--- src/hw/cbb_pkg.sv ---
package cbb_pkg;
    // configuration dword holding line, pin and bridge control bytes
    localparam logic [7:0]  CFG_DWORD_OFF  = 8'h3C;
    localparam logic [7:0]  PIN_OFF        = 8'h3D;
    localparam logic [7:0]  CTRL_OFF       = 8'h3E;
    // byte lanes of that dword
    localparam int          PIN_LANE       = 1;
    localparam int          CTRL_LO_LANE   = 2;
    localparam int          CTRL_HI_LANE   = 3;
    // interrupt pin identifier per socket function
    localparam logic [7:0]  PIN_ID_SOCK_A  = 8'h01;
    localparam logic [7:0]  PIN_ID_SOCK_B  = 8'h02;
    // bridge control layout
    localparam logic [15:0] CTRL_RESET     = 16'h0700;
    localparam int          CTRL_RSVD_MSB  = 15;
    localparam int          CTRL_RSVD_LSB  = 11;
    localparam int          CTRL_WPOST_BIT = 10;
    localparam int          CTRL_MW1_BIT   = 9;
    localparam int          CTRL_MW0_BIT   = 8;
endpackage

--- src/hw/cbb_bridge_regs.sv ---
// Contract
// - socket A function reads interrupt pin identifier 01h.
// - socket B function reads interrupt pin identifier 02h.
// - pin identifier is 8-bit read-only; writes leave it unchanged.
// - bridge control bits 15..11 read zero; writes to them ignored.
// - bit 10 set allows posting writes toward and from socket.
// - posting off: drain buffered data before accepting new data.
// - posting off: next source word only after target took previous.
// - posting off: hold source master until target took last word.
// - bit 9 set marks memory window 1 prefetchable, clear not.
// - bit 8 set marks memory window 0 prefetchable, clear not.
// - bridge control reads 0700h after reset.
`timescale 1ns/1ns
`default_nettype none
module cbb_bridge_regs
#(
    parameter int DW = 32
)
(
    input  wire logic          sys_clk,       // 100 MHz clock
    input  wire logic          rst_n,         // sync reset, active low
    input  wire logic          func_sel,      // 0 socket A, 1 socket B
    input  wire logic          cfg_wr,        // config write strobe
    input  wire logic          cfg_rd,        // config read strobe
    input  wire logic [7:0]    cfg_addr,      // config byte address
    input  wire logic [3:0]    cfg_be,        // byte enables
    input  wire logic [31:0]   cfg_wdata,     // write data
    output logic [31:0]        cfg_rdata,     // read data, registered
    output logic               cfg_ack,       // access done, one cycle
    output logic               wpost_en,      // write posting enabled
    output logic               mw1_prefetch,  // window 1 prefetchable
    output logic               mw0_prefetch,  // window 0 prefetchable
    input  wire logic          to_src_valid,  // pci master word valid
    output logic               to_src_ready,  // pci master word taken
    input  wire logic          to_src_last,   // pci master last word
    input  wire logic [DW-1:0] to_src_data,   // pci master data
    output logic               to_src_done,   // pci master released
    output logic               to_dst_valid,  // socket target word valid
    input  wire logic          to_dst_ready,  // socket target accepts
    output logic               to_dst_last,   // socket target last word
    output logic [DW-1:0]      to_dst_data,   // socket target data
    input  wire logic          fr_src_valid,  // card master word valid
    output logic               fr_src_ready,  // card master word taken
    input  wire logic          fr_src_last,   // card master last word
    input  wire logic [DW-1:0] fr_src_data,   // card master data
    output logic               fr_src_done,   // card master released
    output logic               fr_dst_valid,  // pci target word valid
    input  wire logic          fr_dst_ready,  // pci target accepts
    output logic               fr_dst_last,   // pci target last word
    output logic [DW-1:0]      fr_dst_data,   // pci target data
    output logic               path_idle      // both paths empty
);
    logic        wpost_reg;
    logic        wpost_next;
    logic        mw1_reg;
    logic        mw1_next;
    logic        mw0_reg;
    logic        mw0_next;
    logic [31:0] rdata_reg;
    logic [31:0] rdata_next;
    logic        ack_reg;
    logic        ack_next;
    logic        hit;
    logic [7:0]  pin_id;
    logic [15:0] ctrl_val;
    logic        to_idle;
    logic        fr_idle;

    ////////////////////////////////////////////////////////////////////////
    // identifier and control word
    cbb_pin_id u_pin_id
    (
        .func_sel (func_sel),
        .pin_id   (pin_id)
    );

    // reserved and lower bits are not stored, so they always read zero
    always_comb
    begin
        ctrl_val = 16'h0000;
        ctrl_val[cbb_pkg::CTRL_WPOST_BIT] = wpost_reg;
        ctrl_val[cbb_pkg::CTRL_MW1_BIT]   = mw1_reg;
        ctrl_val[cbb_pkg::CTRL_MW0_BIT]   = mw0_reg;
    end

    assign hit = (cfg_addr[7:2] == cbb_pkg::CFG_DWORD_OFF[7:2]);

    ////////////////////////////////////////////////////////////////////////
    // control bits
    always_comb
    begin
        wpost_next = wpost_reg;
        mw1_next   = mw1_reg;
        mw0_next   = mw0_reg;
        if (cfg_wr && hit && cfg_be[cbb_pkg::CTRL_HI_LANE])
        begin
            wpost_next = cfg_wdata[16 + cbb_pkg::CTRL_WPOST_BIT];
            mw1_next   = cfg_wdata[16 + cbb_pkg::CTRL_MW1_BIT];
            mw0_next   = cfg_wdata[16 + cbb_pkg::CTRL_MW0_BIT];
        end
    end

    always_ff @(posedge sys_clk)
    begin
        if (!rst_n)
        begin
            wpost_reg <= cbb_pkg::CTRL_RESET[cbb_pkg::CTRL_WPOST_BIT];
            mw1_reg   <= cbb_pkg::CTRL_RESET[cbb_pkg::CTRL_MW1_BIT];
            mw0_reg   <= cbb_pkg::CTRL_RESET[cbb_pkg::CTRL_MW0_BIT];
        end
        else
        begin
            wpost_reg <= wpost_next;
            mw1_reg   <= mw1_next;
            mw0_reg   <= mw0_next;
        end
    end

    assign wpost_en     = wpost_reg;
    assign mw1_prefetch = mw1_reg;
    assign mw0_prefetch = mw0_reg;

    ////////////////////////////////////////////////////////////////////////
    // read path; line byte lives elsewhere and reads zero here
    always_comb
    begin
        rdata_next = rdata_reg;
        ack_next   = cfg_rd || cfg_wr;
        if (cfg_rd)
        begin
            rdata_next = 32'h0000_0000;
            if (hit)
                rdata_next = {ctrl_val, pin_id, 8'h00};
        end
    end

    always_ff @(posedge sys_clk)
    begin
        if (!rst_n)
        begin
            rdata_reg <= 32'h0000_0000;
            ack_reg   <= 1'b0;
        end
        else
        begin
            rdata_reg <= rdata_next;
            ack_reg   <= ack_next;
        end
    end

    assign cfg_rdata = rdata_reg;
    assign cfg_ack   = ack_reg;

    ////////////////////////////////////////////////////////////////////////
    // one gate per direction, both steered by the posting bit
    cbb_post_gate #(.DW(DW)) u_to_sock
    (
        .sys_clk   (sys_clk),
        .rst_n     (rst_n),
        .post_en   (wpost_reg),
        .src_valid (to_src_valid),
        .src_ready (to_src_ready),
        .src_last  (to_src_last),
        .src_data  (to_src_data),
        .src_done  (to_src_done),
        .dst_valid (to_dst_valid),
        .dst_ready (to_dst_ready),
        .dst_last  (to_dst_last),
        .dst_data  (to_dst_data),
        .idle      (to_idle)
    );

    cbb_post_gate #(.DW(DW)) u_from_sock
    (
        .sys_clk   (sys_clk),
        .rst_n     (rst_n),
        .post_en   (wpost_reg),
        .src_valid (fr_src_valid),
        .src_ready (fr_src_ready),
        .src_last  (fr_src_last),
        .src_data  (fr_src_data),
        .src_done  (fr_src_done),
        .dst_valid (fr_dst_valid),
        .dst_ready (fr_dst_ready),
        .dst_last  (fr_dst_last),
        .dst_data  (fr_dst_data),
        .idle      (fr_idle)
    );

    assign path_idle = to_idle && fr_idle;

    ////////////////////////////////////////////////////////////////////////
    a_pin_sock_a:
        assert property (@(posedge sys_clk) disable iff (!rst_n)
            (cfg_rd && hit && !func_sel) |=> (cfg_rdata[15:8] == 8'h01))
        else $error("socket A pin identifier not 01h");

    a_pin_sock_b:
        assert property (@(posedge sys_clk) disable iff (!rst_n)
            (cfg_rd && hit && func_sel) |=> (cfg_rdata[15:8] == 8'h02))
        else $error("socket B pin identifier not 02h");

    a_pin_read_only:
        assert property (@(posedge sys_clk) disable iff (!rst_n)
            (cfg_wr && hit && cfg_be[1])
                ##2 (cfg_rd && hit && func_sel == $past(func_sel, 2))
                |=> (cfg_rdata[15:8] == ($past(func_sel) ? 8'h02 : 8'h01)))
        else $error("pin identifier changed by write");

    a_pin_upper_zero:
        assert property (@(posedge sys_clk) disable iff (!rst_n)
            (cfg_rd && hit) |=> (cfg_rdata[15:10] == 6'h00))
        else $error("pin identifier upper bits not zero");

    a_rsvd_zero:
        assert property (@(posedge sys_clk) disable iff (!rst_n)
            (cfg_rd && hit) |=> (cfg_rdata[31:27] == 5'h00))
        else $error("reserved control bits not zero");

    a_post_write:
        assert property (@(posedge sys_clk) disable iff (!rst_n)
            (cfg_wr && hit && cfg_be[3])
            |=> (wpost_en == $past(cfg_wdata[26])))
        else $error("posting bit did not take written value");

    a_mw1_write:
        assert property (@(posedge sys_clk) disable iff (!rst_n)
            (cfg_wr && hit && cfg_be[3])
            |=> (mw1_prefetch == $past(cfg_wdata[25])))
        else $error("window 1 attribute did not take written value");

    a_mw0_write:
        assert property (@(posedge sys_clk) disable iff (!rst_n)
            (cfg_wr && hit && cfg_be[3])
            |=> (mw0_prefetch == $past(cfg_wdata[24])))
        else $error("window 0 attribute did not take written value");

    a_reset_value:
        assert property (@(posedge sys_clk)
            !rst_n |=> (ctrl_val == 16'h0700))
        else $error("control not 0700h after reset");

    a_reset_outputs:
        assert property (@(posedge sys_clk)
            !rst_n |=> (wpost_en && mw1_prefetch && mw0_prefetch))
        else $error("control outputs not set after reset");

    a_ctrl_readback:
        assert property (@(posedge sys_clk) disable iff (!rst_n)
            (cfg_rd && hit) |=> (cfg_rdata[31:16] == $past(ctrl_val)))
        else $error("control read differs from stored value");

    a_ctrl_no_be:
        assert property (@(posedge sys_clk) disable iff (!rst_n)
            (cfg_wr && !(hit && cfg_be[3])) |=> $stable(ctrl_val))
        else $error("control changed without enabled write");

    a_no_post_hold:
        assert property (@(posedge sys_clk) disable iff (!rst_n)
            (!wpost_en && to_dst_valid) |-> !to_src_ready)
        else $error("socket path took word before draining");

    a_fr_drain_first:
        assert property (@(posedge sys_clk) disable iff (!rst_n)
            (!wpost_en && fr_dst_valid) |-> !fr_src_ready)
        else $error("card path took word before draining");

    a_to_word_held:
        assert property (@(posedge sys_clk) disable iff (!rst_n)
            (!wpost_en && to_src_valid && to_src_ready)
            |=> (to_dst_valid && !to_src_ready))
        else $error("socket path took next word before acceptance");

    a_fr_word_held:
        assert property (@(posedge sys_clk) disable iff (!rst_n)
            (!wpost_en && fr_src_valid && fr_src_ready)
            |=> (fr_dst_valid && !fr_src_ready))
        else $error("card path took next word before acceptance");

    a_to_done_late:
        assert property (@(posedge sys_clk) disable iff (!rst_n)
            (!wpost_en && to_src_done)
            |-> (to_dst_valid && to_dst_ready && to_dst_last))
        else $error("socket path released master early");

    a_fr_done_late:
        assert property (@(posedge sys_clk) disable iff (!rst_n)
            (!wpost_en && fr_src_done)
            |-> (fr_dst_valid && fr_dst_ready && fr_dst_last))
        else $error("card path released master early");

    a_to_posted_done:
        assert property (@(posedge sys_clk) disable iff (!rst_n)
            (wpost_en && to_src_valid && to_src_ready && to_src_last)
            |-> to_src_done)
        else $error("posted socket write not completed");

    a_fr_posted_done:
        assert property (@(posedge sys_clk) disable iff (!rst_n)
            (wpost_en && fr_src_valid && fr_src_ready && fr_src_last)
            |-> fr_src_done)
        else $error("posted card write not completed");

    c_ctrl_write: cover property (@(posedge sys_clk) disable iff (!rst_n)
        cfg_wr && hit && cfg_be[3] && !cfg_wdata[26]);

    c_pin_read_b: cover property (@(posedge sys_clk) disable iff (!rst_n)
        cfg_rd && hit && func_sel);

    c_from_nonposted: cover property (@(posedge sys_clk) disable iff (!rst_n)
        !wpost_en && fr_src_done);
endmodule
`default_nettype wire

--- src/hw/cbb_pin_id.sv ---
`timescale 1ns/1ns
`default_nettype none
module cbb_pin_id
(
    input  wire logic       func_sel,   // 0 socket A, 1 socket B
    output logic [7:0]      pin_id      // interrupt pin identifier
);
    // constant per function, no storage so no write can alter it
    always_comb
    begin
        if (func_sel)
            pin_id = cbb_pkg::PIN_ID_SOCK_B;
        else
            pin_id = cbb_pkg::PIN_ID_SOCK_A;
    end
endmodule
`default_nettype wire

--- src/hw/cbb_post_gate.sv ---
`timescale 1ns/1ns
`default_nettype none
module cbb_post_gate
#(
    parameter int DW = 32
)
(
    input  wire logic          sys_clk,    // clock
    input  wire logic          rst_n,      // sync reset
    input  wire logic          post_en,    // write posting enabled
    input  wire logic          src_valid,  // master offers a word
    output logic               src_ready,  // word taken from master
    input  wire logic          src_last,   // final word of transaction
    input  wire logic [DW-1:0] src_data,   // word from master
    output logic               src_done,   // master released
    output logic               dst_valid,  // word offered to target
    input  wire logic          dst_ready,  // target accepts word
    output logic               dst_last,   // final word to target
    output logic [DW-1:0]      dst_data,   // word to target
    output logic               idle        // nothing held
);
    logic          hold_valid_reg;
    logic          hold_valid_next;
    logic          hold_last_reg;
    logic          hold_last_next;
    logic          hold_np_reg;
    logic          hold_np_next;
    logic [DW-1:0] hold_data_reg;
    logic [DW-1:0] hold_data_next;
    logic          src_fire;
    logic          dst_fire;

    ////////////////////////////////////////////////////////////////////////
    // posted: pipeline slot; non-posted: one word in flight at a time
    always_comb
    begin
        dst_fire = hold_valid_reg && dst_ready;
        if (post_en && !hold_np_reg)
            src_ready = !hold_valid_reg || dst_ready;
        else
            src_ready = !hold_valid_reg;
        src_fire        = src_valid && src_ready;
        hold_valid_next = hold_valid_reg;
        hold_last_next  = hold_last_reg;
        hold_np_next    = hold_np_reg;
        hold_data_next  = hold_data_reg;
        if (dst_fire)
            hold_valid_next = 1'b0;
        if (src_fire)
        begin
            hold_valid_next = 1'b1;
            hold_last_next  = src_last;
            hold_np_next    = !post_en;
            hold_data_next  = src_data;
        end
        // non-posted master waits for the target to take the last word
        src_done = (src_fire && src_last && post_en)
                 || (dst_fire && hold_last_reg && hold_np_reg);
    end

    always_ff @(posedge sys_clk)
    begin
        if (!rst_n)
        begin
            hold_valid_reg <= 1'b0;
            hold_last_reg  <= 1'b0;
            hold_np_reg    <= 1'b0;
            hold_data_reg  <= '0;
        end
        else
        begin
            hold_valid_reg <= hold_valid_next;
            hold_last_reg  <= hold_last_next;
            hold_np_reg    <= hold_np_next;
            hold_data_reg  <= hold_data_next;
        end
    end

    assign dst_valid = hold_valid_reg;
    assign dst_last  = hold_last_reg;
    assign dst_data  = hold_data_reg;
    assign idle      = !hold_valid_reg;

    ////////////////////////////////////////////////////////////////////////
    a_drain_before_take:
        assert property (@(posedge sys_clk) disable iff (!rst_n)
            (!post_en && hold_valid_reg) |-> !src_ready)
        else $error("word taken while buffer not drained");

    a_word_lockstep:
        assert property (@(posedge sys_clk) disable iff (!rst_n)
            (src_fire && !post_en) |=> (!src_ready until_with dst_fire))
        else $error("next word taken before target accepted previous");

    a_lockstep_bound:
        assert property (@(posedge sys_clk) disable iff (!rst_n)
            (src_fire && !post_en)
            |=> (dst_valid && dst_data == $past(src_data)))
        else $error("taken word not offered to target");

    a_release_late:
        assert property (@(posedge sys_clk) disable iff (!rst_n)
            (src_fire && src_last && !post_en) |-> !src_done)
        else $error("non-posted master released on acceptance");

    a_release_on_take:
        assert property (@(posedge sys_clk) disable iff (!rst_n)
            (dst_fire && hold_last_reg && hold_np_reg) |-> src_done)
        else $error("master not released when last word taken");

    c_nonposted_done: cover property (@(posedge sys_clk) disable iff (!rst_n)
        src_fire && !post_en ##[1:8] dst_fire && src_done);

    c_posted_burst: cover property (@(posedge sys_clk) disable iff (!rst_n)
        src_fire && dst_fire && post_en);
endmodule
`default_nettype wire

--- config.mk ---
export PLATFORM = sky130hd
export DESIGN_NAME = cbb_bridge_regs
export DESIGN_NICKNAME = d
export VERILOG_FILES = /design/src/hw/cbb_pkg.sv /design/src/hw/cbb_bridge_regs.sv /design/src/hw/cbb_pin_id.sv /design/src/hw/cbb_post_gate.sv
export SDC_FILE = /design/constraint.sdc
export NUM_CORES = 1
export LEC_CHECK = 0
export BUFFER_PORTS_ARGS = -buffer_cell sky130_fd_sc_hd__buf_2
export CAP_MARGIN = 20
export CORE_MARGIN = 2
export CORE_UTILIZATION = 42
export CTS_BUF_LIST = sky130_fd_sc_hd__clkbuf_16
export CTS_CLUSTER_SIZE = 30
export DETAILED_ROUTE_END_ITERATION = 16
export PLACE_DENSITY = 0.76
export SKIP_LAST_GASP = 1
export SLEW_MARGIN = 5
export SYNTH_ARGS = -nofsm -noshare
export SYNTH_HDL_FRONTEND = slang
export SYNTH_SLANG_ARGS = --single-unit
--- constraint.sdc ---
create_clock -name sys_clk -period 1.4 [get_ports sys_clk]
set_input_delay 0.28 -clock sys_clk [delete_from_list [all_inputs] [get_ports sys_clk]]
set_output_delay 0.28 -clock sys_clk [all_outputs]
set_load 0.02 [all_outputs]
==> results of run 1 <==
## Yosys cell counts
cell type,instances,area [um^2]
and4_1,2,17.5
nor2_1,1,3.75
o21a_1,3,22.5
nand3b_1,9,67.6
buf_12,6,120
buf_2,3,15.0
nand4_1,1,6.26
nand2_1,137,514
nand4bb_1,1,11.3
buf_6,2,22.5
nor2b_1,4,25.0
buf_4,28,210
conb_1,1,3.75
a31o_2,2,17.5
o21ai_0,10,50.1
a41o_1,2,20.0
inv_1,5,18.8
dfxtp_1,79,1580
clkbuf_1,14,52.6
mux2i_1,66,661
or2_2,1,6.26
buf_1,1,3.75
nor3_1,3,15.0
o211a_1,2,20.0
nand3_1,4,20.0
## where the power goes
group          total (uW)  internal, uW  switching, uW
logic                1140           463            675
registers            2510          2420           85.1
clock network        2780          1910            867
## through the flow
stage	total power (uW)	hold slack, ps	instance area, um^2	TNS (ps)
CTS	6470	163	4720	-1270
detailed placement	3660	446	4300	-6350
floorplan	3400	390	3630	0
global route	6710	156	4740	-4190
global placement	3630	439	4300	-3540
finish	6420	172	4740	-483
## how the worst min path moves through the flow
stage,endpoint,start
after CTS,cfg_ack,cfg_wr
final,cfg_ack,cfg_wr
after floorplan,cfg_ack,cfg_wr
after global placement,u_from_sock.dst_data[19],u_from_sock.dst_data[19]
after global routing,cfg_ack,cfg_wr
after detailed placement,u_from_sock.dst_data[20],u_from_sock.dst_data[20]
## final cells by class
type,count,share of cell area
inverter,5,0.00396
timing repair buffer,181,0.215
clock buffer,9,0.0475
sequential,79,0.335
multi-input combinational,275,0.342
clock inverter,6,0.0280
tap,105,0.0277
## critical path, cell delays in order (launching register included)
cell and delay (ps):
dfxtp_4 370, a41o_2 260, a31o_4 210, buf_6 120
## layout by cell type, fill, tap and decap left out, drive strengths merged, types with 6 or more instances in the layout
master,netlist,routed
buf,40,181
nand2,137,137
dfxtp,79,79
mux2i,66,66
conb,1,27
o21ai,10,10
nand3b,9,9
clkbuf,14,9
inv,5,6
## per-layer routing
metal | wire length (um) | up-vias | GRT usage | share of wire
li1 | - | 1529 | - | -
met4 | 117 | 0 | 0.0435 | 0.015
met3 | 743 | 10 | 0.0696 | 0.094
met1 | 3370 | 1378 | 0.192 | 0.43
met2 | 3690 | 124 | 0.297 | 0.47
met5 | 0 | - | 0 | 0
## logic make-up (layout without fill, tap and decap cells)
family | after synthesis | in the layout | share of synthesized area
buffers and inverters | 59 | 201 | 0.126
and+or+nand+nor | 163 | 163 | 0.196
AOI/OAI and AO/OA | 19 | 19 | 0.0371
muxes | 66 | 66 | 0.188
DFF | 79 | 79 | 0.451
other | 1 | 27 | 0.00107
## what timing repair did
item / in CTS / in global routing
pin swaps: 3 / 3
resized for setup: 16 / 7
setup buffers: 1 / 1
setup endpoints to repair: 61 / 39
==> impl_metrics.tcl, run 1 <==
set metrics [dict create \
    ys_types 25 \
    max_freq_mhz 638 \
    totalWireLength_mm 7.92 \
    h-tree-depth 3 \
    yosysSeqAreaShare 0.451 \
    startpoint_type "flop" \
    report.final.slew_viol_count 0 \
    clock_latency_ps 320 \
    fin_skew_ps 6.20 \
    post-route-worst-setup-slack_ps -168 \
    maxSlewHeadroom 0.628 \
    r2r_start "wpost_en" \
    final_core_util 0.583 \
    place_congestion 0.719 \
    track_usage 0.170 \
    reg2reg_slack_ps -30 \
    drv_cap 0 \
    p_leak_uw 0.00249 \
    layout-drive-gt1-share 0.377 \
    fin_crit_sh 1.12 \
    vias 3041 \
    crit_required_ps 1120 \
    nNetsFinal 670 \
    fin_crit_ps 1570 \
    rows 33 \
    worstSetupEndpoint "to_src_done" \
    r2r_cells 3 \
    syn_avg_cell_area_um2 9.06 \
    layout.cells.non_filler 660 \
    dpl.hpwl_mm 5.88 \
    antenna_found_initial 0 \
    ioPinCount 228 \
    rsz0062_at_grt "true" \
    die_y_um 95.4 \
    critPathKind "flop to primary output" \
    dp_cells 643 \
    grt_max_degree 48 \
    crit_start "wpost_en" \
    clk_path_buf_depth 2 \
    numPortBuffers 166 \
    route.detailed.drc 0 \
    die_x_um 95.4 \
    hold_viol 0 \
    synth_cells 387 \
    area_growth_pct 35.3 \
    ys_ff_latch 79 \
    min_path_cells 2 \
    syn_area_um2 3510 \
    drt-initial-drc-count 63 \
    initial_core_util 0.431 \
    cts.clk_slew.worst_paths_ps 60 \
    violations "setup timing" \
    num_antenna_cells 0 \
    die_area_um2 9090 \
    core_area_um2 8130 \
    grt_pass1_vias 2782 \
    overflow 0 \
    drt_first_pass_iters 4 \
    viasPerCell 4.61 \
    timing.critical_path.arrival_ps 1290 \
    multi_input_area_um2 1620 \
    cts_tree "done" \
    wl_per_cell_um 12.0 \
    p_per_area_nw_per_um2 1350 \
    regArea_um2 1590 \
    postRouteAntennaNets 0 \
    rr_endpoint "u_from_sock.dst_data[7]" \
    crit_fanout 5 \
    cp-end-kind "primary output" \
    cts-hold-fix-buffers 0 \
    cts_buffers 9 \
    yosysWarnings 0 \
    worstMarginPinSlew_ps 558 \
    setup_viol 15 \
    pre_cts_slack_ps -160 \
    grt_pass1_wl_mm 12.2 \
    cts_sinks 79 \
    ir_drop_uv 777 \
    cts_root_buf "clkbuf_16" \
    status "complete, but fails checks" \
    fillCellCount 729 \
    hold_path.class "input port to flop" \
]
No activity file was read; power rests on OpenSTA's default activity.
==> inputs of run 2 (changes only) <==
CORE_UTILIZATION = 43   (was 42)
PLACE_DENSITY = 0.9   (was 0.76)
SYNTH_HIERARCHICAL = 1   (was default)
==> impl_metrics.tcl, run 2 <==
set metrics [dict create \
    fillCellCount 737 \
    p_int_uw 4420 \
    vias 3292 \
    layout-drive-gt1-share 0.386 \
    post-route-worst-setup-slack_ps -200 \
    cp_top_family "compound AO/OA/AOI/OAI gates" \
    cp-end-kind "primary output" \
    numPortBuffers 172 \
    drv_cap 0 \
    yosysTopAreaCell "dfxtp_1" \
    setup-tns-final_ps -965 \
    critPathMaxStageDelay_ps 340 \
    status "complete, but fails checks" \
    cts_root_buf "clkbuf_16" \
    yosysSeqAreaShare 0.453 \
    grt_max_degree 43 \
    die_y_um 97.5 \
    fin_crit_sh 1.14 \
    ir_drop_uv 582 \
    switching_power_uw 1680 \
    grt_pass1_vias 3189 \
    setup_viol 36 \
    clock_latency_ps 320 \
    p_leak_uw 0.00261 \
    crit_buf_inv 2 \
    min_path_cells 2 \
    crit_required_ps 1120 \
    dpl.hpwl_mm 6.39 \
    drt-initial-drc-count 72 \
    wl_per_cell_um 12.2 \
    clkPwrFrac 0.371 \
    p_per_area_nw_per_um2 1220 \
    ioPinCount 228 \
    comb_power_share 0.190 \
    totalWireLength_mm 8.58 \
    ys_ff_latch 85 \
    synth_edf_count 0 \
    synth_common_cells "137 x nand2_1, 85 x dfxtp_1, 66 x mux2i_1" \
    cts_sinks 85 \
    async_flop_share 0 \
    cts_tree "done" \
    clk_path_buf_depth 2 \
    cpMaxStageDelayCell "dfxtp_2" \
    viasPerCell 4.70 \
    route.detailed.drc 0 \
    hold_viol 0 \
    layout_common_cells "166 x buf_2, 136 x nand2_1, 80 x dfxtp_1" \
    yosysWarnings 6 \
    nNetsFinal 708 \
    syn_area_um2 3760 \
    max_freq_mhz 625 \
    postRouteAntennaNets 0 \
    crit_fanout 2 \
    initial_core_util 0.438 \
    cp.depth 4 \
    violations "setup timing" \
    p_seq_frac 0.439 \
    synth_top_flop_cell "dfxtp_1" \
    core_area_um2 8590 \
    track_usage 0.177 \
    place_congestion 0.756 \
    startpoint_type "flop" \
    rows 34 \
    synth_top_area_frac 0.453 \
    antenna_found_initial 0 \
    fin_crit_ps 1600 \
    synth_cells 419 \
    synth.most_common_cell "nand2_1" \
    cts_buffers 9 \
    report.final.slew_viol_count 0 \
    drt_first_pass_iters 4 \
    rsz0062_at_grt "true" \
    maxSlewHeadroom 0.633 \
    switching_share 0.276 \
    cts-hold-fix-buffers 0 \
    num_antenna_cells 0 \
    critPathKind "flop to primary output" \
    area_growth_pct 32.9 \
    syn_avg_cell_area_um2 8.97 \
    overflow 0 \
    hold_path.class "input port to flop" \
    die_area_um2 9510 \
    final_common_cell "buf_2" \
    path_cells "inv_1 -> a41o_2 -> a31o_1 -> buf_6" \
    worstMarginPinSlew_ps 550 \
    timing.critical_path.arrival_ps 1320 \
    yosys-top-cells-area "dfxtp_1 45%, mux2i_1 18%, nand2_1 14%" \
    h-tree-depth 3 \
    fin_skew_ps 10.1 \
    die_x_um 97.5 \
    reg2reg_slack_ps -40 \
    cts.clk_slew.worst_paths_ps 60 \
    pre_cts_slack_ps -116 \
    r2r_cells 4 \
    grt_pass1_wl_mm 14.1 \
    ys_types 26 \
]
## run 2: cell types whose count changed after synthesis, moves of 3 or more
cell and change:
buf_12 -6, buf_6 +5, dfxtp_1 +6, inv_1 +3, nand3_1 +7, nand3b_1 +5
o21ai_0 -6, o21ai_2 +10
## run 2: cells by family after synthesis
kind of cell	synth area share
AO/OA/AOI/OAI	0.0526
buffers and inverters	0.111
flip-flops	0.453
multiplexers	0.176
other	0.00200
AND/OR/NAND/NOR	0.206
## run 2: cell type report
class	instances	area, um^2	share of cell area
repair buffers	192	1090	0.217
well taps	108	135	0.0270
clock buffers	9	225	0.0451
flip-flops and latches	85	1710	0.343
clock inverters	6	57.6	0.0115
multi-input cells	293	1750	0.350
inverters	8	32.5	0.00651
## run 2: timing repair
item                                    4_1_cts  5_1_grt
buffers inserted                              5        1
endpoints found under the setup margin       70       39
cloned                                        0        0
gates resized for setup                      13        9
pin swaps                                     5        2
## run 2: worst reg2reg max path: cells and delay by family, from the launching register on
family	cells	cell delay, ps
compound gates	1	130
buf+inv	1	460
flops	1	350
mux	1	280
simple gates	1	140
## run 2: layer usage
layer / vias up / share of wire / GRT usage
li1: 1654 / - / -
met1: 1488 / 0.40 / 0.203
met2: 140 / 0.50 / 0.320
met3: 10 / 0.080 / 0.0468
met4: 0 / 0.014 / 0.0588
met5: - / 0 / 0
## run 2: path summary, 6_finish.rpt
| kind | start | end |
|---|---|---|
| hold / removal | cfg_wr | cfg_ack |
| hold reg to reg | u_to_sock/dst_data[30] | u_to_sock/dst_data[30] |
| setup reg to reg | u_from_sock/dst_valid | u_from_sock/dst_data[31] |
| setup / recovery | u_from_sock/hold_np_reg | fr_src_done |
## run 2: power by group through the flow
stage / Clock (uW) / Sequential (uW) / Combinational (uW)
after floorplan: 0 / 2940 / 598
after global placement: 0 / 2720 / 1080
after detailed placement: 0 / 2740 / 1120
after CTS: 2320 / 2680 / 1150
after global routing: 2430 / 2700 / 1260
final: 2260 / 2680 / 1160
## run 2: through the flow
stage,hold WS (ps),cell area [um^2],utilization,total power (uW),std cells
floorplan,390,3860,-,3540,444
global placement,439,4620,0.538,3810,681
detailed placement,444,4620,0.538,3850,681
CTS,179,4970,0.578,6150,700
global route,188,5000,0.582,6390,701
finish,187,5000,0.582,6110,701
==> inputs of run 3 (changes only) <==
CORE_ASPECT_RATIO = 2   (was default)
CORE_MARGIN = default   (was 2)
SETUP_SLACK_MARGIN = 0.15   (was default)
==> impl_metrics.tcl, run 3 (same netlist as run 2, synthesis figures left out) <==
set metrics [dict create \
    final_common_cell "buf_2" \
    fin_area_um2 5350 \
    post-route-worst-setup-slack_ps -202 \
    clock_latency_ps 330 \
    max_freq_mhz 624 \
    switching_share 0.272 \
    num_antenna_cells 0 \
    cts_sinks 85 \
    layout-drive-gt1-share 0.403 \
    hold_end "cfg_ack" \
    comb_power_share 0.215 \
    cts.clk_slew.worst_paths_ps 60 \
    clk_path_buf_depth 2 \
    hold_start "cfg_wr" \
    dpl_cell_area_um2 4630 \
    die_x_um 68.1 \
    final_core_util 0.641 \
    core_area_um2 8350 \
    grt_max_degree 87 \
    setup_viol 4 \
    totalWireLength_mm 9.73 \
    die_y_um 134 \
    postRouteAntennaNets 0 \
    timing.critical_path.arrival_ps 1320 \
    critPathMaxStageDelay_ps 370 \
    track_usage 0.196 \
    path_cells "nor2b_4 -> a41o_4 -> a31o_4 -> buf_6" \
    cpMaxStageDelayCell "dfxtp_4" \
    p_seq_frac 0.413 \
    drt_first_pass_iters 4 \
    h-tree-depth 3 \
    ir_drop_uv 857 \
    r2r_start "u_from_sock/dst_valid" \
    route.detailed.drc 0 \
    switching_power_uw 1770 \
    crit_fanout 4 \
    hold_viol 0 \
    fin_crit_ps 1600 \
    cts_tree "done" \
    area_growth_pct 42.3 \
    dpl.hpwl_mm 6.71 \
    numPortBuffers 172 \
    grt_pass1_vias 3217 \
    fin_skew_ps 8.05 \
    rr_endpoint "u_from_sock/dst_data[13]" \
    die_area_um2 9140 \
    place_congestion 0.754 \
    whs_ps 171 \
    fin_crit_sh 1.14 \
    overflow 0 \
    status "complete, but fails checks" \
    p_per_area_nw_per_um2 1210 \
    cts-hold-fix-buffers 0 \
    startpoint_type "flop" \
    clkPwrFrac 0.372 \
    min_path_cells 2 \
    cp-end-kind "primary output" \
    p_leak_uw 0.00278 \
    initial_core_util 0.450 \
    cts_buffers 9 \
    wl_per_cell_um 13.9 \
    drv_cap 0 \
    antenna_found_initial 0 \
    p_int_uw 4730 \
    rows 47 \
    critPathKind "flop to primary output" \
    viasPerCell 4.87 \
    p_total_uw 6490 \
    layout_common_cells "164 x buf_2, 135 x nand2_1, 80 x dfxtp_1" \
    report.final.slew_viol_count 0 \
    ioPinCount 228 \
    crit_required_ps 1120 \
    r2r_cells 6 \
    vias 3414 \
    rsz0062_at_grt "true" \
    drt-initial-drc-count 130 \
    cts_root_buf "clkbuf_16" \
    reg2reg_slack_ps 40 \
    nNetsFinal 717 \
    grt_pass1_wl_mm 13.7 \
    violations "setup timing" \
    hold_path.class "input port to flop" \
]
-- run 3: critical path: cells and delay by family (launching register included) --
| family | cells | cell delay, ps |
|---|---|---|
| AND/OR/NAND/NOR | 1 | 50 |
| AO/OA/AOI/OAI | 2 | 450 |
| buffers and inverters | 1 | 120 |
| flip-flops | 1 | 370 |
-- run 3: worst max path at each step --
| stage | startpoint | endpoint | slack [ps] | depth (start not counted) |
|---|---|---|---|---|
| 3_5_place_dp | to_src_valid | to_src_done | -40 | 5 |
| 6_report | u_from_sock/dst_valid | fr_src_done | -200 | 4 |
| 3_3_place_gp | to_src_valid | to_src_done | -20 | 5 |
| 5_1_grt | u_from_sock/dst_valid | fr_src_done | -240 | 4 |
| 2_1_floorplan | u_from_sock/dst_valid | fr_src_done | 110 | 4 |
| 4_1_cts | u_from_sock/dst_valid | fr_src_done | -220 | 4 |
-- run 3: power by group through the flow --
stage | clock network, uW | registers [uW] | logic, uW
final | 2410 | 2680 | 1400
after global routing | 2590 | 2700 | 1500
after CTS | 2480 | 2680 | 1220
after detailed placement | 0 | 2730 | 1140
after global placement | 0 | 2720 | 1110
after floorplan | 0 | 2940 | 610
-- run 3: area by class of cell --
cell class	count	area, um^2
Fill cell	653	3000
Multi-Input combinational cell	293	1800
Clock buffer	10	250
Sequential cell	85	1720
Inverter	8	30.0
Tap cell	98	123
Timing Repair Buffer	201	1370
Clock inverter	6	60.1
-- run 3: per-stage QoR --
step	setup WS (ps)	cells	TNS [ps]
after CTS	-215	690	-569
after detailed placement	-42.1	668	-66.5
after floorplan	110	444	0
after global placement	-20.5	668	-35.4
final	-202	701	-548
after global routing	-242	701	-750
-- run 3: layer usage --
metal  vias to the layer above  track usage  routed length (um)
li1                       1679            -                   -
met1                      1564        0.178                3240
met2                       144        0.371                5680
met3                        27       0.0434                 490
met4                         0        0.111                 314
met5                         -            0                   0
-- run 3: timing repair --
action                     CTS  global route
setup endpoints to repair    8            68
pin swaps                    2             5
hold endpoints to repair     0             0
resized for setup           18            22
cloned                       1             7
setup buffers                5             4
